[src/rtl/frs_pkg.sv]
package frs_pkg;

    // ****************************************
    // clock and time
    // ****************************************
    localparam int unsigned CLK_HZ = 10_000_000;
    localparam int unsigned CYC_PER_MS = CLK_HZ / 1000;
    localparam int unsigned LINK_TRAIN_MS = 20;
    localparam int unsigned CFG_RETRY_MS = 100;
    localparam int unsigned EE_LOAD_MS = 200;
    localparam int unsigned NORMAL_OP_S = 1;
    localparam int unsigned PLL_INIT_US = 50;
    // longest times round down, least times round up
    localparam int unsigned LINK_TRAIN_CYC = LINK_TRAIN_MS * CYC_PER_MS;
    localparam int unsigned CFG_RETRY_CYC = CFG_RETRY_MS * CYC_PER_MS;
    localparam int unsigned EE_LOAD_CYC = EE_LOAD_MS * CYC_PER_MS;
    localparam int unsigned NORMAL_OP_CYC = NORMAL_OP_S * CLK_HZ;
    localparam int unsigned PLL_INIT_CYC =
        (PLL_INIT_US * (CLK_HZ / 1000) + 999) / 1000;

    // ****************************************
    // register offsets
    // ****************************************
    localparam logic [7:0] OFS_CTRL = 8'h00;
    localparam logic [7:0] OFS_STS = 8'h04;
    localparam logic [7:0] OFS_SBUS = 8'h08;
    localparam logic [7:0] OFS_EEACC = 8'h0c;
    localparam logic [7:0] OFS_PHY = 8'h10;
    localparam logic [7:0] OFS_GPIO = 8'h14;

    // ****************************************
    // field positions and reset values
    // ****************************************
    localparam int unsigned CTRL_TRIG_BIT = 0;
    localparam int unsigned CTRL_HALT_BIT = 1;
    localparam int unsigned STS_HALT_BIT = 0;
    localparam int unsigned STS_MODE_LSB = 1;
    localparam int unsigned STS_STATE_LSB = 4;
    localparam int unsigned STS_WARM_BIT = 7;
    localparam int unsigned STS_NORMAL_BIT = 8;
    localparam int unsigned SBUS_DONE_BIT = 0;
    localparam int unsigned SBUS_ERR_BIT = 1;
    localparam int unsigned SBUS_CODE_LSB = 4;
    localparam int unsigned GPIO_LVL_LSB = 4;
    localparam logic [31:0] REG_RST = 32'h0000_0000;
    localparam logic [3:0] ERR_TIMEOUT = 4'hf;

    // ****************************************
    // modes, states, carriers
    // ****************************************
    localparam logic [2:0] MODE_NORMAL = 3'h0;
    localparam logic [2:0] MODE_EE_INIT = 3'h1;

    typedef enum logic [2:0] {
        ST_WAIT = 3'h0,
        ST_SAMPLE = 3'h1,
        ST_PLL = 3'h2,
        ST_LINK = 3'h3,
        ST_LOAD = 3'h4,
        ST_HALT = 3'h5,
        ST_NORMAL = 3'h6
    } frs_state_t;

    typedef struct packed {
        logic halt;
        logic [2:0] mode;
    } frs_boot_t;

    typedef struct packed {
        logic valid;
        logic [7:0] addr;
        logic [31:0] data;
    } frs_ee_wr_t;

endpackage

[src/rtl/frs_seq.sv]
// Decided for this implementation: the address map and register access over APB.
`timescale 1ns/1ps
// Contract
// - writing one to the trigger bit starts a warm fundamental reset
// - sequence waits until the reset condition has cleared
// - boot pins captured on pin release; soft reset reuses old values
// - three-bit mode decoded; code one means EEPROM initialization
// - PLL and SerDes initialized, then link training starts
// - reset-halt pin sets the halt status bit
// - non-test mode releases stacks into quasi-reset
// - links train within 20 ms of reset clearing
// - within 100 ms stacks answer configuration with retry only
// - EEPROM mode loads EEPROM contents as register writes
// - EEPROM write of full-link-retrain retrains that port
// - EEPROM error aborts load, sets halt, records error details
// - done flag set when load ends or errors
// - halt bit holds logic in reset until it clears
// - agent accesses registers and EEPROM while halted, clears halt
// - normal operation within 1 s given load within 200 ms
// - register side effects start at the EEPROM write itself
// - triggering write completes before reset begins
// - one reset output per downstream port on a GPIO
// - fundamental reset returns GPIO pins to input
// - mode 0 normal, 1 EEPROM init, higher reserved
// - pin reset is cold at power-on, warm otherwise
module frs_seq #(
    parameter int unsigned LINK_TRAIN_CYC = frs_pkg::LINK_TRAIN_CYC,
    parameter int unsigned CFG_RETRY_CYC = frs_pkg::CFG_RETRY_CYC,
    parameter int unsigned EE_LOAD_CYC = frs_pkg::EE_LOAD_CYC,
    parameter int unsigned NORMAL_OP_CYC = frs_pkg::NORMAL_OP_CYC,
    parameter int unsigned PLL_INIT_CYC = frs_pkg::PLL_INIT_CYC,
    parameter int N_DSP = 2,
    parameter int N_PORT = 3,
    parameter int TW = 24
) (
    // clock and reset
    input wire logic pclk,
    input wire logic presetn,
    // apb slave
    input wire logic psel,
    input wire logic penable,
    input wire logic pwrite,
    input wire logic [7:0] paddr,
    input wire logic [31:0] pwdata,
    output logic [31:0] prdata,
    output logic pready,
    output logic pslverr,
    // boot pins
    input wire logic sys_reset_in_n,
    input wire logic [2:0] op_mode_pins,
    input wire logic reset_halt_pin,
    // phy, link and stacks
    output logic pll_serdes_init,
    output logic link_train_en,
    output logic [N_PORT-1:0] full_link_retrain,
    output logic stack_rst_n,
    output logic stack_quasi_rst,
    output logic core_rst_n,
    output logic normal_op,
    // serial eeprom master
    output logic ee_load_start,
    input wire frs_pkg::frs_ee_wr_t ee_wr,
    input wire logic ee_done,
    input wire logic ee_err,
    input wire logic [3:0] ee_err_code,
    output logic ee_acc_req,
    output logic [31:0] ee_acc_wdata,
    input wire logic [31:0] ee_acc_rdata,
    // downstream port resets on gpio
    output logic [N_DSP-1:0] dsp_rst_o,
    output logic [N_DSP-1:0] dsp_rst_oe_n
);

    // ****************************************
    // declarations
    // ****************************************
    localparam logic [TW-1:0] LINK_LIM = TW'(LINK_TRAIN_CYC);
    localparam logic [TW-1:0] RETRY_LIM = TW'(CFG_RETRY_CYC);
    localparam logic [TW-1:0] EE_LIM = TW'(EE_LOAD_CYC);
    localparam logic [TW-1:0] NORM_LIM = TW'(NORMAL_OP_CYC);
    localparam logic [TW-1:0] PLL_LIM = TW'(PLL_INIT_CYC);

    frs_pkg::frs_state_t state_r;
    frs_pkg::frs_state_t state_nxt;
    frs_pkg::frs_boot_t boot_r;
    frs_pkg::frs_boot_t boot_s;
    logic sys_rst_n_s;
    logic [TW-1:0] tmr;
    logic trig_r;
    logic ctrl_halt_r;
    logic sts_halt_r;
    logic pin_seen_r;
    logic warm_r;
    logic sbus_done_r;
    logic sbus_err_r;
    logic [3:0] sbus_code_r;
    logic [N_DSP-1:0] gpio_alt_r;
    logic [N_DSP-1:0] gpio_lvl_r;
    logic fund_cond;
    logic test_mode;
    logic apb_acc;
    logic addr_ok;
    logic wr_en;
    logic [7:0] wr_addr;
    logic [31:0] wr_data;
    logic ee_fail;

    // ****************************************
    // pin synchronisers and timer
    // ****************************************
    frs_sync #(
        .W(5)
    ) u_sync (
        .pclk(pclk),
        .presetn(presetn),
        .din({reset_halt_pin, op_mode_pins, sys_reset_in_n}),
        .dout({boot_s, sys_rst_n_s})
    );

    frs_tmr #(
        .TW(TW)
    ) u_tmr (
        .pclk(pclk),
        .presetn(presetn),
        .clr(state_r == frs_pkg::ST_WAIT),
        .cnt(tmr)
    );

    // ****************************************
    // register write path
    // ****************************************
    // eeprom writes take the port; apb waits a cycle
    assign pready = ~ee_wr.valid;
    assign apb_acc = psel & penable & pready;
    always_comb begin
        case (paddr)
            frs_pkg::OFS_CTRL, frs_pkg::OFS_STS, frs_pkg::OFS_SBUS,
            frs_pkg::OFS_EEACC, frs_pkg::OFS_PHY,
            frs_pkg::OFS_GPIO: addr_ok = 1'b1;
            default: addr_ok = 1'b0;
        endcase
    end
    assign pslverr = apb_acc & ~addr_ok;
    assign wr_en = ee_wr.valid | (apb_acc & pwrite & addr_ok);
    assign wr_addr = ee_wr.valid ? ee_wr.addr : paddr;
    assign wr_data = ee_wr.valid ? ee_wr.data : pwdata;

    // ****************************************
    // reset condition and mode
    // ****************************************
    assign fund_cond = ~sys_rst_n_s | trig_r;
    // reserved codes run as test modes
    assign test_mode = (boot_r.mode != frs_pkg::MODE_NORMAL) &&
        (boot_r.mode != frs_pkg::MODE_EE_INIT);
    assign ee_fail = ee_err | (tmr >= EE_LIM);

    // trigger taken at the completing edge
    always_ff @(posedge pclk or negedge presetn) begin
        if (!presetn) begin
            trig_r <= 1'b0;
        end else if (wr_en && wr_addr == frs_pkg::OFS_CTRL &&
                     wr_data[frs_pkg::CTRL_TRIG_BIT]) begin
            trig_r <= 1'b1;
        end else if (state_r == frs_pkg::ST_WAIT) begin
            trig_r <= 1'b0;
        end
    end

    // first reset after power-on is cold
    always_ff @(posedge pclk or negedge presetn) begin
        if (!presetn) begin
            warm_r <= 1'b0;
            pin_seen_r <= 1'b1;
        end else begin
            if (fund_cond && state_r != frs_pkg::ST_WAIT) begin
                warm_r <= 1'b1;
            end
            if (!sys_rst_n_s) begin
                pin_seen_r <= 1'b1;
            end else if (state_r == frs_pkg::ST_SAMPLE) begin
                pin_seen_r <= 1'b0;
            end
        end
    end

    // capture boot pins only after power-on or a pin reset
    always_ff @(posedge pclk or negedge presetn) begin
        if (!presetn) begin
            boot_r <= '0;
        end else if (state_r == frs_pkg::ST_SAMPLE && pin_seen_r) begin
            boot_r <= boot_s;
        end
    end

    // ****************************************
    // sequencer
    // ****************************************
    always_comb begin
        state_nxt = state_r;
        case (state_r)
            frs_pkg::ST_WAIT: begin
                if (!fund_cond) begin
                    state_nxt = frs_pkg::ST_SAMPLE;
                end
            end
            frs_pkg::ST_SAMPLE: state_nxt = frs_pkg::ST_PLL;
            frs_pkg::ST_PLL: begin
                if (tmr >= PLL_LIM) begin
                    state_nxt = frs_pkg::ST_LINK;
                end
            end
            frs_pkg::ST_LINK: begin
                if (boot_r.mode == frs_pkg::MODE_EE_INIT) begin
                    state_nxt = frs_pkg::ST_LOAD;
                end else begin
                    state_nxt = frs_pkg::ST_HALT;
                end
            end
            frs_pkg::ST_LOAD: begin
                if (ee_done || ee_fail) begin
                    state_nxt = frs_pkg::ST_HALT;
                end
            end
            frs_pkg::ST_HALT: begin
                if (!ctrl_halt_r) begin
                    state_nxt = frs_pkg::ST_NORMAL;
                end
            end
            frs_pkg::ST_NORMAL: state_nxt = frs_pkg::ST_NORMAL;
            default: state_nxt = frs_pkg::ST_WAIT;
        endcase
        if (fund_cond) begin
            state_nxt = frs_pkg::ST_WAIT;
        end
    end

    always_ff @(posedge pclk or negedge presetn) begin
        if (!presetn) begin
            state_r <= frs_pkg::ST_WAIT;
        end else begin
            state_r <= state_nxt;
        end
    end

    // ****************************************
    // halt control and status
    // ****************************************
    always_ff @(posedge pclk or negedge presetn) begin
        if (!presetn) begin
            ctrl_halt_r <= 1'b0;
            sts_halt_r <= 1'b0;
        end else begin
            if (state_r == frs_pkg::ST_SAMPLE) begin
                // halt pin into status and control
                ctrl_halt_r <= pin_seen_r ? boot_s.halt : boot_r.halt;
                sts_halt_r <= pin_seen_r ? boot_s.halt : boot_r.halt;
            end else if (state_r == frs_pkg::ST_LOAD && !ee_done &&
                         ee_fail) begin
                ctrl_halt_r <= 1'b1;
            end else if (wr_en && wr_addr == frs_pkg::OFS_CTRL) begin
                ctrl_halt_r <= wr_data[frs_pkg::CTRL_HALT_BIT];
            end
        end
    end

    always_ff @(posedge pclk or negedge presetn) begin
        if (!presetn) begin
            sbus_done_r <= 1'b0;
            sbus_err_r <= 1'b0;
            sbus_code_r <= '0;
        end else if (state_r == frs_pkg::ST_WAIT) begin
            sbus_done_r <= 1'b0;
            sbus_err_r <= 1'b0;
            sbus_code_r <= '0;
        end else if (state_r == frs_pkg::ST_LOAD) begin
            if (ee_done || ee_fail) begin
                sbus_done_r <= 1'b1;
            end
            if (!ee_done && ee_fail) begin
                sbus_err_r <= 1'b1;
                sbus_code_r <= ee_err ? ee_err_code : frs_pkg::ERR_TIMEOUT;
            end
        end
    end

    // ****************************************
    // outputs to phy, stacks, eeprom
    // ****************************************
    always_ff @(posedge pclk or negedge presetn) begin
        if (!presetn) begin
            pll_serdes_init <= 1'b0;
            link_train_en <= 1'b0;
            stack_rst_n <= 1'b0;
            stack_quasi_rst <= 1'b0;
            core_rst_n <= 1'b0;
            normal_op <= 1'b0;
            ee_load_start <= 1'b0;
        end else begin
            pll_serdes_init <= (state_nxt == frs_pkg::ST_PLL);
            link_train_en <= (state_nxt >= frs_pkg::ST_LINK) &&
                (state_nxt != frs_pkg::ST_WAIT);
            stack_rst_n <= !test_mode && (state_nxt >= frs_pkg::ST_LINK);
            stack_quasi_rst <= !test_mode &&
                (state_nxt >= frs_pkg::ST_LINK) &&
                (state_nxt != frs_pkg::ST_NORMAL);
            core_rst_n <= (state_nxt == frs_pkg::ST_NORMAL);
            normal_op <= (state_nxt == frs_pkg::ST_NORMAL);
            ee_load_start <= (state_r == frs_pkg::ST_LINK) &&
                (state_nxt == frs_pkg::ST_LOAD);
        end
    end

    always_ff @(posedge pclk or negedge presetn) begin
        if (!presetn) begin
            full_link_retrain <= '0;
        end else if (wr_en && wr_addr == frs_pkg::OFS_PHY) begin
            full_link_retrain <= wr_data[N_PORT-1:0];
        end else begin
            full_link_retrain <= '0;
        end
    end

    always_ff @(posedge pclk or negedge presetn) begin
        if (!presetn) begin
            ee_acc_req <= 1'b0;
            ee_acc_wdata <= frs_pkg::REG_RST;
        end else begin
            ee_acc_req <= wr_en && wr_addr == frs_pkg::OFS_EEACC;
            if (wr_en && wr_addr == frs_pkg::OFS_EEACC) begin
                ee_acc_wdata <= wr_data;
            end
        end
    end

    // ****************************************
    // downstream port resets
    // ****************************************
    always_ff @(posedge pclk or negedge presetn) begin
        if (!presetn) begin
            gpio_alt_r <= '0;
            gpio_lvl_r <= '0;
        // gpio back to input on reset
        end else if (state_r == frs_pkg::ST_WAIT) begin
            gpio_alt_r <= '0;
            gpio_lvl_r <= '0;
        end else if (wr_en && wr_addr == frs_pkg::OFS_GPIO) begin
            gpio_alt_r <= wr_data[N_DSP-1:0];
            gpio_lvl_r <= wr_data[frs_pkg::GPIO_LVL_LSB +: N_DSP];
        end
    end

    for (genvar i = 0; i < N_DSP; i++) begin : g_dsp
        always_ff @(posedge pclk or negedge presetn) begin
            if (!presetn) begin
                dsp_rst_o[i] <= 1'b0;
                dsp_rst_oe_n[i] <= 1'b1;
            end else begin
                dsp_rst_o[i] <= gpio_lvl_r[i];
                dsp_rst_oe_n[i] <= ~gpio_alt_r[i];
            end
        end
    end

    // ****************************************
    // read mux
    // ****************************************
    always_comb begin
        prdata = '0;
        case (paddr)
            frs_pkg::OFS_CTRL: begin
                prdata[frs_pkg::CTRL_TRIG_BIT] = trig_r;
                prdata[frs_pkg::CTRL_HALT_BIT] = ctrl_halt_r;
            end
            frs_pkg::OFS_STS: begin
                prdata[frs_pkg::STS_HALT_BIT] = sts_halt_r;
                prdata[frs_pkg::STS_MODE_LSB +: 3] = boot_r.mode;
                prdata[frs_pkg::STS_STATE_LSB +: 3] = state_r;
                prdata[frs_pkg::STS_WARM_BIT] = warm_r;
                prdata[frs_pkg::STS_NORMAL_BIT] = normal_op;
            end
            frs_pkg::OFS_SBUS: begin
                prdata[frs_pkg::SBUS_DONE_BIT] = sbus_done_r;
                prdata[frs_pkg::SBUS_ERR_BIT] = sbus_err_r;
                prdata[frs_pkg::SBUS_CODE_LSB +: 4] = sbus_code_r;
            end
            frs_pkg::OFS_EEACC: prdata = ee_acc_rdata;
            frs_pkg::OFS_GPIO: begin
                prdata[N_DSP-1:0] = gpio_alt_r;
                prdata[frs_pkg::GPIO_LVL_LSB +: N_DSP] = gpio_lvl_r;
            end
            default: prdata = '0;
        endcase
    end
endmodule // frs_seq

[src/rtl/frs_sync.sv]
`timescale 1ns/1ps
module frs_sync #(
    parameter int W = 1
) (
    // clock and reset
    input wire logic pclk,
    input wire logic presetn,
    // pins in, filtered out
    input wire logic [W-1:0] din,
    output logic [W-1:0] dout
);

    logic [W-1:0] s1_r;
    logic [W-1:0] s2_r;
    logic [W-1:0] s3_r;

    always_ff @(posedge pclk or negedge presetn) begin
        if (!presetn) begin
            s1_r <= '0;
            s2_r <= '0;
            s3_r <= '0;
        end else begin
            s1_r <= din;
            s2_r <= s1_r;
            s3_r <= s2_r;
        end
    end

    // a change counts once stages two and three agree
    for (genvar i = 0; i < W; i++) begin : g_bit
        always_ff @(posedge pclk or negedge presetn) begin
            if (!presetn) begin
                dout[i] <= 1'b0;
            end else if (s2_r[i] == s3_r[i]) begin
                dout[i] <= s3_r[i];
            end
        end
    end

endmodule // frs_sync

[src/rtl/frs_tmr.sv]
`timescale 1ns/1ps
module frs_tmr #(
    parameter int TW = 24
) (
    // clock and reset
    input wire logic pclk,
    input wire logic presetn,
    // control and count
    input wire logic clr,
    output logic [TW-1:0] cnt
);

    // saturating count of cycles since clr fell
    always_ff @(posedge pclk or negedge presetn) begin
        if (!presetn) begin
            cnt <= '0;
        end else if (clr) begin
            cnt <= '0;
        end else if (cnt != {TW{1'b1}}) begin
            cnt <= cnt + TW'(1);
        end
    end

endmodule // frs_tmr

[config.mk]
export PLATFORM = sky130hd
export DESIGN_NAME = frs_seq
export DESIGN_NICKNAME = d
export VERILOG_FILES = /design/src/rtl/frs_pkg.sv /design/src/rtl/frs_seq.sv /design/src/rtl/frs_sync.sv /design/src/rtl/frs_tmr.sv
export SDC_FILE = /design/constraint.sdc
export NUM_CORES = 1
export LEC_CHECK = 0
export BUFFER_PORTS_ARGS = -buffer_cell sky130_fd_sc_hd__buf_4
export CAP_MARGIN = 30
export CORE_MARGIN = 1.5
export CORE_UTILIZATION = 50
export CTS_CLUSTER_DIAMETER = 40
export DETAILED_ROUTE_END_ITERATION = 7
export PLACE_DENSITY = 0.81
export SLEW_MARGIN = 25
export SYNTH_ARGS = -nofsm -noshare
export SYNTH_HDL_FRONTEND = slang
export SYNTH_SLANG_ARGS = --single-unit
[constraint.sdc]
create_clock -name pclk -period 2.8 [get_ports pclk]
set_clock_uncertainty 0.2 [all_clocks]
set_input_delay 0 -clock pclk [delete_from_list [all_inputs] [get_ports pclk]]
set_output_delay 0 -clock pclk [all_outputs]
set_load 0.05 [all_outputs]
# Word-level counts from Yosys, hierarchy flattened
# Index checks and enable logic that the tools add are counted.
# word_totals
output_inout_bits	81
regBits	112
inputBits	129
# classes
eq_ne	27
n_mux	40
n_addsub	1
bitwise_logic	13
reduce_logical	34
order_cmp	3
# ops
op	n
24-bit 2-to-1 mux	2
8-bit by 5-bit equality test with 1-bit output, second input constant	4
32-bit 2-to-1 mux	1
24-bit by 1-bit adder with 24-bit output, second input constant	1
8-bit by 4-bit equality test with 1-bit output, second input constant	3
24-bit by 21-bit >= comparator with 1-bit output, second input constant	1
24-bit by 9-bit >= comparator with 1-bit output, second input constant	1
24-bit != test, second input constant	1
23-bit 2-to-1 mux	1
3-bit case mux with 7 select lines	1
8-bit logical NOT	2
1-bit 2-to-1 mux	16
4-bit 2-to-1 mux	4
3-bit equality test, second input constant	5
1-bit logical AND	15
3-bit 2-to-1 mux	5
2-bit nonzero test	6
3-bit nonzero test	4
2-bit case mux with 5 select lines	1
3-bit by 2-bit equality test with 1-bit output, second input constant	3
8-bit by 3-bit equality test with 1-bit output, second input constant	1
2-bit 2-to-1 mux	4
8-bit 2-to-1 mux	1
2-bit case mux with 4 select lines	1
17 further kinds	34

# Logic depth before layout (Yosys ltp)
# Gate-level depths: netlist of run 1.
# depth
word_depth	9
depth_mapped	7
ltp_nobuf	6

# By module
# A second synthesis of run 1 with hierarchy kept.
# unflattened
hier_cells	555
hier_area_um2	5662.9
# by_module_without_submodules
module	cells_each	instances	area_each_um2	seq_area_each_um2
frs_seq	367	1	3649.8	1705.4
frs_tmr	163	1	1456.4	600.6
frs_sync	25	1	556.8	500.5

# Least setup slack after synthesis of run 1
# OpenSTA, ideal clock, no wires.
# synth_path
kind	flip-flop to flip-flop
from	reg u_tmr.cnt[13]
to	reg link_train_en
t_required_ps	2466
setup_slack_ps	498
period_less_slack_ps	2302
arrival_ps	1968
stages_incl_launch_ff	6
n_path_buf	0
setup_time_ps	134
path_cell_list	dfrtp_1 > or4_4 > a211o_1 > a211o_1 > a221oi_2 > o22ai_1
# synth_between
elab_chain_cells	8
word_cells_on_any_way	11
cone_classes	order compare (3); mux (4); bitwise (1); reduce/logical (3)
# synth_lines
element	line_no	text
start: declaration	frs_tmr.sv:10	output logic [TW-1:0] cnt
start signal: assignment	frs_tmr.sv:20	cnt <= cnt + TW'(1);
24-bit by 21-bit >= comparator with 1-bit output	frs_seq.sv:155	assign ee_fail = ee_err | (tmr >= EE_LIM);
1-bit bitwise OR	frs_seq.sv:155	
1-bit logical OR	frs_seq.sv:220	if (ee_done || ee_fail) begin
3-bit 2-to-1 mux	frs_seq.sv:220	
3-bit case mux with 7 select lines *	frs_seq.sv:200	case (state_r)
3-bit 2-to-1 mux *	frs_seq.sv:232	if (fund_cond) begin
3-bit by 2-bit >= comparator with 1-bit output / 3-bit nonzero test (equally long branches)	frs_seq.sv:300, frs_seq.sv:301	
1-bit logical AND *	frs_seq.sv:300	link_train_en <= (state_nxt >= frs_pkg::ST_LINK) &&
end signal: assignment	frs_seq.sv:300	
end: declaration	frs_seq.sv:54	output logic link_train_en,
# Every way passes the cells marked *; elsewhere a longest branch is shown, timed or not.
# A chain may end at the register's enable or synchronous reset.

# Worst setup path after layout of run 1
# layout_path
from	reg u_tmr.cnt[12]
to	reg sbus_code_r[3]
# layout_between
elab_chain_cells	5
# layout_lines
element	line_no	text
24-bit by 21-bit >= comparator with 1-bit output	frs_seq.sv:155	
1-bit bitwise OR	frs_seq.sv:155	
1-bit logical AND	frs_seq.sv:279	if (!ee_done && ee_fail) begin
2-bit nonzero test (no source line)	n/a	
2-bit AND reduction (no source line)	n/a	
end signal: assignment	frs_seq.sv:281	sbus_code_r <= ee_err ? ee_err_code : frs_pkg::ERR_TIMEOUT;
end: declaration	frs_seq.sv:96	logic [3:0] sbus_code_r;
# Every way passes these cells.

==> run_summary.xml, run 1 <==
<?xml version="1.0" encoding="UTF-8"?>
<metrics>
  <group name="critical_path">
    <metric name="critical_path.cell_chain" unit="">or4_4 -&gt; a2111oi_4 -&gt; nor3_1 -&gt; nand3_1 -&gt; o211ai_1 -&gt; dlygate4sd3_1</metric>
    <metric name="crit_path_max_delay_cell_type" unit="">sky130_fd_sc_hd__or4_4</metric>
    <metric name="critical_path.max_fanout" unit="">5</metric>
    <metric name="regToRegStartpoint" unit="">u_tmr.cnt[12]</metric>
    <metric name="cp-start-kind" unit="">flop</metric>
    <metric name="regToRegSetupSlack" unit="ns">0.12</metric>
    <metric name="setup.worst_path.class" unit="">reg -&gt; reg</metric>
    <metric name="critical_path.max_stage_delay" unit="ns">0.57</metric>
    <metric name="req_time_crit_path" unit="ns">2.83</metric>
    <metric name="worst_setup_path_endpoint" unit="">sbus_code_r[3]</metric>
    <metric name="worst-endpoint-arrival" unit="ns">2.71</metric>
    <metric name="r2r-end" unit="">sbus_code_r[3]</metric>
    <metric name="path_depth_of_the_worst_reg2reg_path" unit="">6</metric>
    <metric name="worstSetupStartpoint" unit="">u_tmr.cnt[12]</metric>
    <metric name="crit_path_end_kind" unit="">flop</metric>
  </group>
  <group name="hold_path">
    <metric name="hold_path.class" unit="">in -&gt; reg</metric>
  </group>
  <group name="placement">
    <metric name="input_output_buffers" unit="">209</metric>
    <metric name="detailedPlace.worstSlack" unit="ns">0.285</metric>
    <metric name="placed_cell_count" unit="">850</metric>
    <metric name="globalplace.congestion" unit="">0.903</metric>
    <metric name="place_area" unit="sq um">7390</metric>
    <metric name="place_hpwl" unit="microns">12300</metric>
  </group>
  <group name="clock_network">
    <metric name="cts_setup_buffers" unit="">0</metric>
    <metric name="clockRootBuffer" unit="">sky130_fd_sc_hd__clkbuf_16</metric>
    <metric name="cts_made_buffers" unit="">9</metric>
    <metric name="clk_latency" unit="ns">0.35</metric>
    <metric name="clock_sink_count" unit="">112</metric>
    <metric name="h-tree-depth" unit="">3</metric>
    <metric name="cts_tree" unit="">yes</metric>
    <metric name="clock_path_buffers" unit="">2</metric>
    <metric name="path_clk_slew" unit="ns">0.09</metric>
  </group>
  <group name="logic_synthesis">
    <metric name="yosysWarningCount" unit="">0</metric>
    <metric name="synth_enable_flop_cells" unit="">0</metric>
    <metric name="asyncSetResetFlopFracSynth" unit="">1.00</metric>
    <metric name="mappedNetlistNets" unit="">642</metric>
    <metric name="yosysSeqAreaShare" unit="">0.498</metric>
    <metric name="ys_seq_elements" unit="">112</metric>
    <metric name="synth_area" unit="sq um">5630</metric>
    <metric name="yosys_most_used_dff" unit="">sky130_fd_sc_hd__dfrtp_1</metric>
    <metric name="postSynthAreaPerCell" unit="sq um">11.0</metric>
    <metric name="post_synth_inst_count" unit="">511</metric>
    <metric name="netlist-cell-type-count" unit="">67</metric>
  </group>
  <group name="sta">
    <metric name="setup_viol" unit="">0</metric>
    <metric name="rsz0062_at_grt" unit="">false</metric>
    <metric name="worst_slew_margin_rel" unit="">0.513</metric>
    <metric name="achievable-frequency" unit="MHz">373</metric>
    <metric name="final_critical_path_setup_slack" unit="ns">0.118</metric>
    <metric name="finalMaxSlewViolations" unit="">0</metric>
    <metric name="worst_slew_pin_tran" unit="ns">0.724</metric>
    <metric name="finalCritPeriodShare" unit="">0.958</metric>
    <metric name="tns" unit="ns">0</metric>
    <metric name="shortest_period_the_worst_path_allows" unit="ns">2.68</metric>
    <metric name="hold_viol" unit="">0</metric>
  </group>
  <group name="grt">
    <metric name="grt_pass1_wl" unit="microns">31300</metric>
    <metric name="global_route.usage.total" unit="">0.353</metric>
    <metric name="grt_max_degree" unit="">36</metric>
    <metric name="number_of_global_route_vias_before_repair" unit="">5920</metric>
    <metric name="number_of_antenna_violations_at_the_first_check_in_global_routing" unit="">0</metric>
    <metric name="grt-ovfl-total" unit="">0</metric>
  </group>
  <group name="drt">
    <metric name="detailed_route_iter0_violations" unit="">357</metric>
    <metric name="post_drt_wl_per_cell" unit="microns">21.4</metric>
    <metric name="met1_length" unit="microns">7270</metric>
    <metric name="route.vias.total" unit="">5683</metric>
    <metric name="routed.top_layer" unit="">met4</metric>
    <metric name="detailroute.wirelength.met2" unit="microns">10200</metric>
    <metric name="detail_route.wirelength" unit="microns">20400</metric>
    <metric name="firstDrtPassIters" unit="">5</metric>
    <metric name="final_antenna_net_count" unit="">0</metric>
    <metric name="wl_met3" unit="microns">1980</metric>
    <metric name="via_per_inst" unit="">5.97</metric>
    <metric name="drcViolationCount" unit="">0</metric>
  </group>
  <group name="run_status">
    <metric name="outcome" unit="">complete, no violations</metric>
  </group>
  <group name="die">
    <metric name="fp.dieArea" unit="sq um">11900</metric>
    <metric name="fp.coreArea" unit="sq um">10900</metric>
    <metric name="floorplan.die.width" unit="microns">109</metric>
    <metric name="floorplan.io_pins" unit="">210</metric>
    <metric name="fp.dieH" unit="microns">109</metric>
    <metric name="rows" unit="">38</metric>
    <metric name="initial_standard_cell_utilization_of_the_core" unit="">0.515</metric>
  </group>
  <group name="finish">
    <metric name="area_growth_syn_to_layout" unit="%">52.1</metric>
    <metric name="fin_cells" unit="">952</metric>
    <metric name="num_antenna_cells" unit="">0</metric>
    <metric name="finalNetCount" unit="">938</metric>
    <metric name="fin_area" unit="sq um">8570</metric>
    <metric name="fillCellCount" unit="">609</metric>
    <metric name="drive_gt1_frac" unit="">0.392</metric>
  </group>
  <group name="pwr">
    <metric name="worst_ir_drop_vdd" unit="mV">0.393</metric>
    <metric name="leakage_power_of_the_design" unit="uW">0.00410</metric>
    <metric name="p_per_area" unit="nW/um^2">530</metric>
  </group>
  <group name="job">
    <metric name="max_cap_viol_count" unit="">0</metric>
  </group>
</metrics>
==> power breakdown <==
| part | internal (uW) | leakage, uW | switching, uW |
|---|---|---|---|
| Clock | 653 | 0.000147 | 652 |
| Sequential | 1770 | 0.00146 | 142 |
| Combinational | 571 | 0.00250 | 752 |
| Total | 2990 | 0.00410 | 1550 |
==> worst min path at each step <==
stage | cells after the start | to | slack [ns] | start
finish | 4 | full_link_retrain[0] | 0.06 | ee_wr[34]
global placement | 1 | ee_acc_wdata[3] | -0.21 | presetn
floorplan | 0 | boot_r[0] | -0.50 | presetn
detailed placement | 1 | ee_acc_wdata[3] | -0.21 | presetn
CTS | 4 | full_link_retrain[0] | 0.02 | ee_wr[34]
global route | 2 | u_sync.s1_r[0] | 0.1 | sys_reset_in_n
==> critical path: cells and delay by family, from the launching register on <==
family	cells	cell delay, ns
simple gates	3	0.87
compound gates	2	0.50
flops	1	0.42
buf+inv	1	0.57
==> what timing repair did <==
item / CTS / global route
endpoints found under the hold margin: 163 / 0
endpoints found under the setup margin: 0 / 1
resized for setup: 0 / 1
hold buffers: 86 / 0
==> cell type report <==
cell class	instances	area (sq um)	area share
Timing Repair Buffer	311	2560	0.299
Sequential cell	112	2810	0.328
Inverter	13	48.8	0.00570
Multi-Input combinational cell	360	2680	0.313
Clock buffer	10	239	0.0279
Tap cell	140	175	0.0204
Clock inverter	6	57.6	0.00672
==> registers in the layout (all words and copies together) (netlist names), 2 cells and up <==
| signal | cells |
|---|---|
| u_sync.s3_r | 5 |
| gpio_alt_r | 2 |
| u_sync.s1_r | 5 |
| dsp_rst_oe_n | 2 |
| state_r | 3 |
| u_sync.dout | 5 |
| full_link_retrain | 3 |
| sbus_code_r | 4 |
| u_tmr.cnt | 24 |
| u_sync.s2_r | 5 |
| boot_r | 4 |
| ee_acc_wdata | 32 |
| gpio_lvl_r | 2 |
| dsp_rst_o | 2 |
==> per-layer routing <==
metal | vias to the layer above | global-route usage
met2 | 410 | 0.602
met3 | 79 | 0.0849
met1 | 2736 | 0.417
met5 | - | 0
li1 | 2458 | -
met4 | 0 | 0.173
==> cells in the final DEF, fill, tap and decap left out, types with 11 or more instances in the layout <==
master,netlist,routed
sky130_fd_sc_hd__nor2_1,30,30
sky130_fd_sc_hd__and2_1,27,27
sky130_fd_sc_hd__buf_4,1,225
sky130_fd_sc_hd__nand2_1,29,29
sky130_fd_sc_hd__dlygate4sd3_1,0,85
sky130_fd_sc_hd__mux2i_1,12,12
sky130_fd_sc_hd__nand3_1,18,18
sky130_fd_sc_hd__inv_1,13,13
sky130_fd_sc_hd__dfrtp_1,109,109
sky130_fd_sc_hd__mux2_2,59,59
sky130_fd_sc_hd__a21oi_1,11,11
sky130_fd_sc_hd__nand2b_1,14,14
sky130_fd_sc_hd__o21ai_0,14,14
==> kinds of logic after synthesis <==
| group | after synthesis | synth area share |
|---|---|---|
| flip-flops | 112 | 0.498 |
| XOR/XNOR | 12 | 0.0187 |
| AND/OR/NAND/NOR | 181 | 0.180 |
| AO/OA/AOI/OAI | 86 | 0.113 |
| adder cells (fa/ha/maj) | 7 | 0.0133 |
| buffers and inverters | 39 | 0.0282 |
| multiplexers | 74 | 0.149 |
==> through the flow <==
step / utilization / total power [uW] / hold WS [ns]
after floorplan: - / 2620 / -0.496
after global placement: 0.676 / 3040 / -0.209
after detailed placement: 0.676 / 3090 / -0.205
after CTS: 0.782 / 4470 / 0.0158
after global routing: 0.783 / 4720 / 0.0983
final: 0.783 / 4540 / 0.0625
==> Yosys cell counts (7+ instances only) <==
cell type | n | area (sq um)
sky130_fd_sc_hd__a21oi_1 | 11 | 55.1
sky130_fd_sc_hd__and2_1 | 27 | 169
sky130_fd_sc_hd__buf_2 | 7 | 35.0
sky130_fd_sc_hd__clkbuf_1 | 18 | 67.6
sky130_fd_sc_hd__dfrtp_1 | 109 | 2730
sky130_fd_sc_hd__inv_1 | 13 | 48.8
sky130_fd_sc_hd__mux2_2 | 59 | 664
sky130_fd_sc_hd__mux2i_1 | 12 | 120
sky130_fd_sc_hd__nand2_1 | 29 | 109
sky130_fd_sc_hd__nand2b_1 | 14 | 87.6
sky130_fd_sc_hd__nand3_1 | 18 | 90.1
sky130_fd_sc_hd__nor2_1 | 30 | 113
sky130_fd_sc_hd__nor3_1 | 8 | 40.0
sky130_fd_sc_hd__nor4_1 | 10 | 62.6
sky130_fd_sc_hd__o21ai_0 | 14 | 70.1
sky130_fd_sc_hd__or3_1 | 7 | 43.8
sky130_fd_sc_hd__or4_1 | 7 | 52.6
sky130_fd_sc_hd__xnor2_1 | 7 | 61.3
No activity file was read; power rests on OpenSTA's default activity.
==> run 2, diff against run 1 <==
--- a/config.mk
+++ b/config.mk
@@ -8,10 +8,10 @@
 export BUFFER_PORTS_ARGS = -buffer_cell sky130_fd_sc_hd__buf_4
 export CAP_MARGIN = 30
 export CORE_MARGIN = 1.5
-export CORE_UTILIZATION = 50
+export CORE_UTILIZATION = 54
 export CTS_CLUSTER_DIAMETER = 40
 export DETAILED_ROUTE_END_ITERATION = 7
-export PLACE_DENSITY = 0.81
+export PLACE_DENSITY = 0.87
 export SLEW_MARGIN = 25
 export SYNTH_ARGS = -nofsm -noshare
 export SYNTH_HDL_FRONTEND = slang
==> constraint.sdc (replaced) <==
create_clock -name pclk -period 3.3 [get_ports pclk]
set_clock_uncertainty 0.2 [all_clocks]
set_input_delay 0 -clock pclk [delete_from_list [all_inputs] [get_ports pclk]]
set_output_delay 0 -clock pclk [all_outputs]
set_load 0.05 [all_outputs]
==> run 2 against run 1 <==
  * Largest power group unchanged
  * Maximum frequency down 4.3%
  * Clock power down 39%
  * Global-route usage up 4.6 points
  * Final area down 2.8%
  * The run now ends with negative hold slack left
  * Core utilization up 3.0 points
  * Final cell count down 1.6%
  * Sequential power down 14%
  * Setup slack better by 0.38 ns
==> run_summary.xml, run 2 (synthesis gave the netlist of run 1 again) <==
<?xml version="1.0" encoding="UTF-8"?>
<metrics>
  <group name="job">
    <metric name="max_cap_viol_count" unit="">0</metric>
  </group>
  <group name="pwr">
    <metric name="switching_share_of_power" unit="">0.363</metric>
    <metric name="combinational_cell_fraction_of_total_power" unit="">0.313</metric>
    <metric name="share_of_total_power_in_sequential_cells" unit="">0.461</metric>
    <metric name="worst_ir_drop_vdd" unit="mV">0.298</metric>
    <metric name="share_clk_of_total_power" unit="">0.225</metric>
    <metric name="leakage_power_of_the_design" unit="uW">0.00399</metric>
    <metric name="switching_power" unit="uW">1290</metric>
    <metric name="p_per_area" unit="nW/um^2">428</metric>
    <metric name="internal_power" unit="uW">2270</metric>
  </group>
  <group name="grt">
    <metric name="grt-ovfl-total" unit="">0</metric>
    <metric name="grt_max_degree" unit="">63</metric>
    <metric name="number_of_antenna_violations_at_the_first_check_in_global_routing" unit="">0</metric>
    <metric name="global_route.usage.total" unit="">0.399</metric>
    <metric name="grt_pass1_wl" unit="microns">33600</metric>
    <metric name="number_of_global_route_vias_before_repair" unit="">6132</metric>
  </group>
  <group name="sta">
    <metric name="finalMaxSlewViolations" unit="">0</metric>
    <metric name="setup_viol" unit="">0</metric>
    <metric name="worst_hold_slack" unit="ns">-0.00271</metric>
    <metric name="hold_viol" unit="">1</metric>
    <metric name="tns" unit="ns">0</metric>
    <metric name="shortest_period_the_worst_path_allows" unit="ns">2.80</metric>
    <metric name="rsz0062_at_grt" unit="">false</metric>
    <metric name="worst_slew_pin_tran" unit="ns">0.788</metric>
    <metric name="finalCritPeriodShare" unit="">0.849</metric>
    <metric name="achievable-frequency" unit="MHz">357</metric>
    <metric name="worst_slew_margin_rel" unit="">0.473</metric>
  </group>
  <group name="critical_path">
    <metric name="regToRegStartpoint" unit="">u_tmr.cnt[13]</metric>
    <metric name="critical_path.cell_chain" unit="">or4_4 -&gt; a2111oi_2 -&gt; nor3_1 -&gt; a32o_1 -&gt; dlygate4sd3_1</metric>
    <metric name="cp-start-kind" unit="">flop</metric>
    <metric name="worst-endpoint-arrival" unit="ns">2.89</metric>
    <metric name="critical_path.max_fanout" unit="">5</metric>
    <metric name="r2r-end" unit="">sbus_code_r[2]</metric>
    <metric name="path_depth_of_the_worst_reg2reg_path" unit="">5</metric>
    <metric name="cpLargestDelayFamily" unit="">compound AO/OA/AOI/OAI gates</metric>
    <metric name="crit_buf_inv" unit="">1</metric>
    <metric name="regToRegSetupSlack" unit="ns">0.50</metric>
    <metric name="critical_path.max_stage_delay" unit="ns">0.57</metric>
    <metric name="crit_path_end_kind" unit="">flop</metric>
    <metric name="req_time_crit_path" unit="ns">3.39</metric>
    <metric name="setup.worst_path.class" unit="">reg -&gt; reg</metric>
    <metric name="crit_path_max_delay_cell_type" unit="">sky130_fd_sc_hd__or4_4</metric>
  </group>
  <group name="clock_network">
    <metric name="h-tree-depth" unit="">3</metric>
    <metric name="cts_tree" unit="">yes</metric>
    <metric name="clock_sink_count" unit="">112</metric>
    <metric name="clockRootBuffer" unit="">sky130_fd_sc_hd__clkbuf_8</metric>
    <metric name="cts.repair.resized" unit="">0</metric>
    <metric name="clk_latency" unit="ns">0.41</metric>
    <metric name="clock_path_buffers" unit="">2</metric>
    <metric name="cts_setup_buffers" unit="">0</metric>
    <metric name="path_clk_slew" unit="ns">0.12</metric>
    <metric name="cts_made_buffers" unit="">9</metric>
    <metric name="holdBufCountCts" unit="">85</metric>
  </group>
  <group name="finish">
    <metric name="mostFrequentLayoutCell" unit="">sky130_fd_sc_hd__buf_4</metric>
    <metric name="drive_gt1_frac" unit="">0.378</metric>
    <metric name="area_growth_syn_to_layout" unit="%">47.8</metric>
    <metric name="fin_area" unit="sq um">8330</metric>
    <metric name="finalNetCount" unit="">927</metric>
    <metric name="largest_reg_flops" unit="">32</metric>
    <metric name="layout_common_cells" unit="">215 x sky130_fd_sc_hd__buf_4, 109 x sky130_fd_sc_hd__dfrtp_1, 85 x sky130_fd_sc_hd__dlygate4sd3_1</metric>
    <metric name="num_antenna_cells" unit="">0</metric>
    <metric name="regMostFlops" unit="">ee_acc_wdata</metric>
    <metric name="leading_registers_by_flop_count" unit="">ee_acc_wdata (32), u_tmr.cnt (24)</metric>
    <metric name="fillCellCount" unit="">511</metric>
  </group>
  <group name="placement">
    <metric name="input_output_buffers" unit="">209</metric>
    <metric name="place_hpwl" unit="microns">12300</metric>
    <metric name="place_area" unit="sq um">7310</metric>
    <metric name="globalplace.congestion" unit="">0.915</metric>
  </group>
  <group name="drt">
    <metric name="via_per_inst" unit="">6.21</metric>
    <metric name="detailed_route_iter0_violations" unit="">687</metric>
    <metric name="post_drt_wl_per_cell" unit="microns">22.9</metric>
    <metric name="drcViolationCount" unit="">0</metric>
    <metric name="route.vias.total" unit="">5815</metric>
    <metric name="firstDrtPassIters" unit="">5</metric>
    <metric name="final_antenna_net_count" unit="">0</metric>
    <metric name="detail_route.wirelength" unit="microns">21500</metric>
  </group>
  <group name="die">
    <metric name="fp.coreArea" unit="sq um">10200</metric>
    <metric name="floorplan.io_pins" unit="">210</metric>
    <metric name="rows" unit="">37</metric>
    <metric name="fp.dieArea" unit="sq um">11100</metric>
    <metric name="floorplan.die.width" unit="microns">105</metric>
    <metric name="initial_standard_cell_utilization_of_the_core" unit="">0.551</metric>
    <metric name="fp.dieH" unit="microns">105</metric>
  </group>
  <group name="run_status">
    <metric name="outcome" unit="">complete, but fails checks</metric>
    <metric name="failed_checks" unit="">negative hold slack</metric>
  </group>
  <group name="hold_path">
    <metric name="hold_path.class" unit="">in -&gt; async</metric>
  </group>
</metrics>
-- run 2: cell types whose count changed in the layout (fill, tap and decap cells not counted), sizes merged --
cell / delta
buf: -11
clkbuf: +4
inv: -3
clkinv: -2
clkinvlp: +1
-- run 2: cell type report --
cell class | instances | area [sq um] | area share
sequential | 112 | 2810 | 0.337
multi-input combinational | 360 | 2670 | 0.320
timing repair buffer | 300 | 2460 | 0.296
tap | 136 | 170 | 0.0204
clock buffer | 14 | 153 | 0.0183
inverter | 13 | 48.8 | 0.00586
clock inverter | 2 | 16.3 | 0.00195
-- run 2: worst max path at each step --
stage	cells past startpoint	from	end	slack [ns]
final	5	u_tmr.cnt[13]	sbus_code_r[2]	0.50
after global routing	5	u_tmr.cnt[21]	sbus_code_r[2]	0.41
after CTS	5	u_tmr.cnt[22]	sbus_code_r[2]	0.52
after detailed placement	7	paddr[7]	prdata[5]	0.79
after global placement	7	paddr[7]	prdata[5]	0.89
after floorplan	5	u_tmr.cnt[13]	link_train_en	1.0
-- run 2: routing by layer --
metal	up-vias	part of all wire	track usage
met3	123	0.11	0.105
met1	2782	0.35	0.457
met4	0	0.055	0.215
li1	2434	-	-
met2	476	0.49	0.678
met5	-	0	0
-- run 2: through the flow --
step	util	total power (uW)	hold WS, ns	instances	setup WS, ns
after CTS	0.814	3440	0.0111	937	0.522
final	0.814	3560	-0.00271	937	0.498
after global routing	0.814	3670	0.0630	937	0.407
after floorplan	-	2230	-0.496	511	0.998
after detailed placement	0.714	2600	-0.0894	836	0.793
after global placement	0.714	2550	-0.0909	836	0.892
-- run 2: power by group through the flow --
stage                     combinational [uW]  clock, uW  sequential [uW]
after detailed placement                 943          0             1650
after floorplan                          509          0             1720
final                                   1120        803             1640
after global placement                   913          0             1640
after global routing                    1180        837             1650
after CTS                               1040        771             1630
==> run 3, diff against run 2 <==
--- a/config.mk
+++ b/config.mk
@@ -8,10 +8,10 @@
 export BUFFER_PORTS_ARGS = -buffer_cell sky130_fd_sc_hd__buf_4
 export CAP_MARGIN = 30
 export CORE_MARGIN = 1.5
-export CORE_UTILIZATION = 54
+export CORE_UTILIZATION = 50
 export CTS_CLUSTER_DIAMETER = 40
 export DETAILED_ROUTE_END_ITERATION = 7
-export PLACE_DENSITY = 0.87
+export PLACE_DENSITY = 0.81
 export SLEW_MARGIN = 25
 export SYNTH_ARGS = -nofsm -noshare
 export SYNTH_HDL_FRONTEND = slang
==> constraint.sdc (replaced) <==
create_clock -name pclk -period 2.7 [get_ports pclk]
set_clock_uncertainty 0.2 [all_clocks]
set_input_delay 0 -clock pclk [delete_from_list [all_inputs] [get_ports pclk]]
set_output_delay 0 -clock pclk [all_outputs]
set_load 0.05 [all_outputs]
==> run 3 against run 2 <==
  * The flow now finishes without violations
  * Clock power is 94% higher
  * Clock-buffer cell count fell by 4
  * Combinational power increased by 21%
  * Register-to-register slack lost 0.37 ns
  * Non-clock buffer count grew 6
  * Via count shrank 4.7%
  * Routed wire length fell by 7.7%
  * Worst hold slack gained 0.038 ns
  * Critical path type unchanged
==> run_summary.xml, run 3 (synthesis gave the netlist of run 1 again) <==
<?xml version="1.0" encoding="UTF-8"?>
<metrics>
  <group name="finish">
    <metric name="drive_gt1_frac" unit="">0.390</metric>
    <metric name="finalNetCount" unit="">933</metric>
    <metric name="leading_registers_by_flop_count" unit="">ee_acc_wdata (32), u_tmr.cnt (24)</metric>
    <metric name="largest_reg_flops" unit="">32</metric>
    <metric name="mostFrequentLayoutCell" unit="">sky130_fd_sc_hd__buf_4</metric>
    <metric name="fillCellCount" unit="">613</metric>
    <metric name="area_growth_syn_to_layout" unit="%">51.9</metric>
    <metric name="layout_common_cells" unit="">223 x sky130_fd_sc_hd__buf_4, 109 x sky130_fd_sc_hd__dfrtp_1, 82 x sky130_fd_sc_hd__dlygate4sd3_1</metric>
    <metric name="num_antenna_cells" unit="">0</metric>
    <metric name="fin_area" unit="sq um">8560</metric>
    <metric name="regMostFlops" unit="">ee_acc_wdata</metric>
    <metric name="final_core_utilization" unit="">0.782</metric>
  </group>
  <group name="grt">
    <metric name="global_route.usage.total" unit="">0.343</metric>
    <metric name="grt_max_degree" unit="">58</metric>
    <metric name="grt.met2_usage" unit="">0.584</metric>
    <metric name="number_of_global_route_vias_before_repair" unit="">5852</metric>
    <metric name="grt_pass1_wl" unit="microns">30600</metric>
    <metric name="number_of_antenna_violations_at_the_first_check_in_global_routing" unit="">0</metric>
    <metric name="grt-ovfl-total" unit="">0</metric>
    <metric name="met3_usage" unit="">0.0891</metric>
    <metric name="busiest_layer" unit="">met2</metric>
    <metric name="globalRouteMet1Util" unit="">0.404</metric>
  </group>
  <group name="drt">
    <metric name="final_antenna_net_count" unit="">0</metric>
    <metric name="route.vias.total" unit="">5542</metric>
    <metric name="post_drt_wl_per_cell" unit="microns">21.0</metric>
    <metric name="detail_route.wirelength" unit="microns">19900</metric>
    <metric name="drcViolationCount" unit="">0</metric>
    <metric name="firstDrtPassIters" unit="">5</metric>
    <metric name="detailed_route_iter0_violations" unit="">368</metric>
    <metric name="via_per_inst" unit="">5.85</metric>
  </group>
  <group name="sta">
    <metric name="finalCritPeriodShare" unit="">0.952</metric>
    <metric name="setup_viol" unit="">0</metric>
    <metric name="finalMaxSlewViolations" unit="">0</metric>
    <metric name="worst_hold_slack" unit="ns">0.0350</metric>
    <metric name="rsz0062_at_grt" unit="">false</metric>
    <metric name="tns" unit="ns">0</metric>
    <metric name="worst_slew_margin_rel" unit="">0.492</metric>
    <metric name="worst_slew_pin_tran" unit="ns">0.761</metric>
    <metric name="shortest_period_the_worst_path_allows" unit="ns">2.57</metric>
    <metric name="achievable-frequency" unit="MHz">389</metric>
    <metric name="hold_viol" unit="">0</metric>
  </group>
  <group name="critical_path">
    <metric name="regToRegStartpoint" unit="">u_tmr.cnt[13]</metric>
    <metric name="worst-endpoint-arrival" unit="ns">2.59</metric>
    <metric name="critical_path.cell_chain" unit="">or4_4 -&gt; a211o_1 -&gt; a211o_1 -&gt; a221oi_2 -&gt; o22ai_1</metric>
    <metric name="setup.worst_path.class" unit="">reg -&gt; reg</metric>
    <metric name="r2r-end" unit="">link_train_en</metric>
    <metric name="crit_path_end_kind" unit="">flop</metric>
    <metric name="cp-start-kind" unit="">flop</metric>
    <metric name="critical_path.max_fanout" unit="">4</metric>
    <metric name="crit_buf_inv" unit="">0</metric>
    <metric name="regToRegSetupSlack" unit="ns">0.13</metric>
    <metric name="crit_path_max_delay_cell_type" unit="">sky130_fd_sc_hd__or4_4</metric>
    <metric name="cpLargestDelayFamily" unit="">compound AO/OA/AOI/OAI gates</metric>
    <metric name="critical_path.max_stage_delay" unit="ns">0.57</metric>
    <metric name="req_time_crit_path" unit="ns">2.72</metric>
    <metric name="critical-path-top-cell-by-count" unit="">sky130_fd_sc_hd__a211o_1</metric>
    <metric name="path_depth_of_the_worst_reg2reg_path" unit="">5</metric>
  </group>
  <group name="pwr">
    <metric name="leakage_power_of_the_design" unit="uW">0.00409</metric>
    <metric name="power" unit="uW">4900</metric>
    <metric name="p_per_area" unit="nW/um^2">573</metric>
    <metric name="worst_ir_drop_vdd" unit="mV">0.338</metric>
  </group>
  <group name="placement">
    <metric name="input_output_buffers" unit="">209</metric>
    <metric name="globalplace.congestion" unit="">0.912</metric>
    <metric name="place_hpwl" unit="microns">12400</metric>
    <metric name="place_area" unit="sq um">7390</metric>
  </group>
  <group name="die">
    <metric name="rows" unit="">38</metric>
    <metric name="fp.dieArea" unit="sq um">11900</metric>
    <metric name="initial_standard_cell_utilization_of_the_core" unit="">0.515</metric>
    <metric name="floorplan.die.width" unit="microns">109</metric>
    <metric name="floorplan.io_pins" unit="">210</metric>
    <metric name="fp.coreArea" unit="sq um">10900</metric>
    <metric name="fp.dieH" unit="microns">109</metric>
  </group>
  <group name="job">
    <metric name="max_cap_viol_count" unit="">0</metric>
  </group>
  <group name="clock_network">
    <metric name="cts_made_buffers" unit="">9</metric>
    <metric name="clock_path_buffers" unit="">2</metric>
    <metric name="cts_setup_buffers" unit="">0</metric>
    <metric name="clk_latency" unit="ns">0.36</metric>
    <metric name="cts.repair.resized" unit="">0</metric>
    <metric name="path_clk_slew" unit="ns">0.08</metric>
    <metric name="h-tree-depth" unit="">3</metric>
    <metric name="clockRootBuffer" unit="">sky130_fd_sc_hd__clkbuf_16</metric>
    <metric name="clock_sink_count" unit="">112</metric>
    <metric name="cts_tree" unit="">yes</metric>
  </group>
  <group name="run_status">
    <metric name="outcome" unit="">complete, no violations</metric>
  </group>
  <group name="hold_path">
    <metric name="hold_path.class" unit="">in -&gt; async</metric>
  </group>
</metrics>
==> run 3: worst max path at each step <==
stage	cells past startpoint	slack, ns	startpoint	endpoint
after floorplan	5	0.40	u_tmr.cnt[13]	link_train_en
after global placement	5	0.27	u_tmr.cnt[13]	link_train_en
after detailed placement	5	0.20	u_tmr.cnt[13]	link_train_en
after CTS	5	0.16	u_tmr.cnt[13]	link_train_en
after global routing	5	0.04	u_tmr.cnt[13]	link_train_en
final	5	0.13	u_tmr.cnt[13]	link_train_en
==> run 3: final cells by class <==
cell class                      instances  area (sq um)  share of cell area
Timing Repair Buffer                  306          2510               0.294
Clock buffer                           10           229              0.0268
Sequential cell                       112          2810               0.328
Tap cell                              140           175              0.0205
Multi-Input combinational cell        360          2670               0.312
Inverter                               13          48.8             0.00570
Clock inverter                          6           115              0.0135
==> run 3: through the flow <==
step	setup WS, ns	cells
after floorplan	0.398	511
after global placement	0.269	849
after detailed placement	0.199	849
after CTS	0.156	947
after global routing	0.0399	947
final	0.128	947
==> run 3: layer usage <==
layer	vias up	part of all wire
met4	0	0.041
met3	70	0.086
met5	-	0
li1	2459	-
met2	327	0.51
met1	2686	0.36
==> run 3: power breakdown <==
group          total, uW  internal, uW  switching [uW]
combinational       1360           589             773
sequential          1980          1840             146
clock               1560           915             641
total               4900          3340            1560
==> run 3: repair_timing <==
| action | CTS | global route |
|---|---|---|
| endpoints found under the setup margin | 0 | 0 |
| hold endpoints to repair | 105 | 0 |
| hold buffers | 82 | 0 |
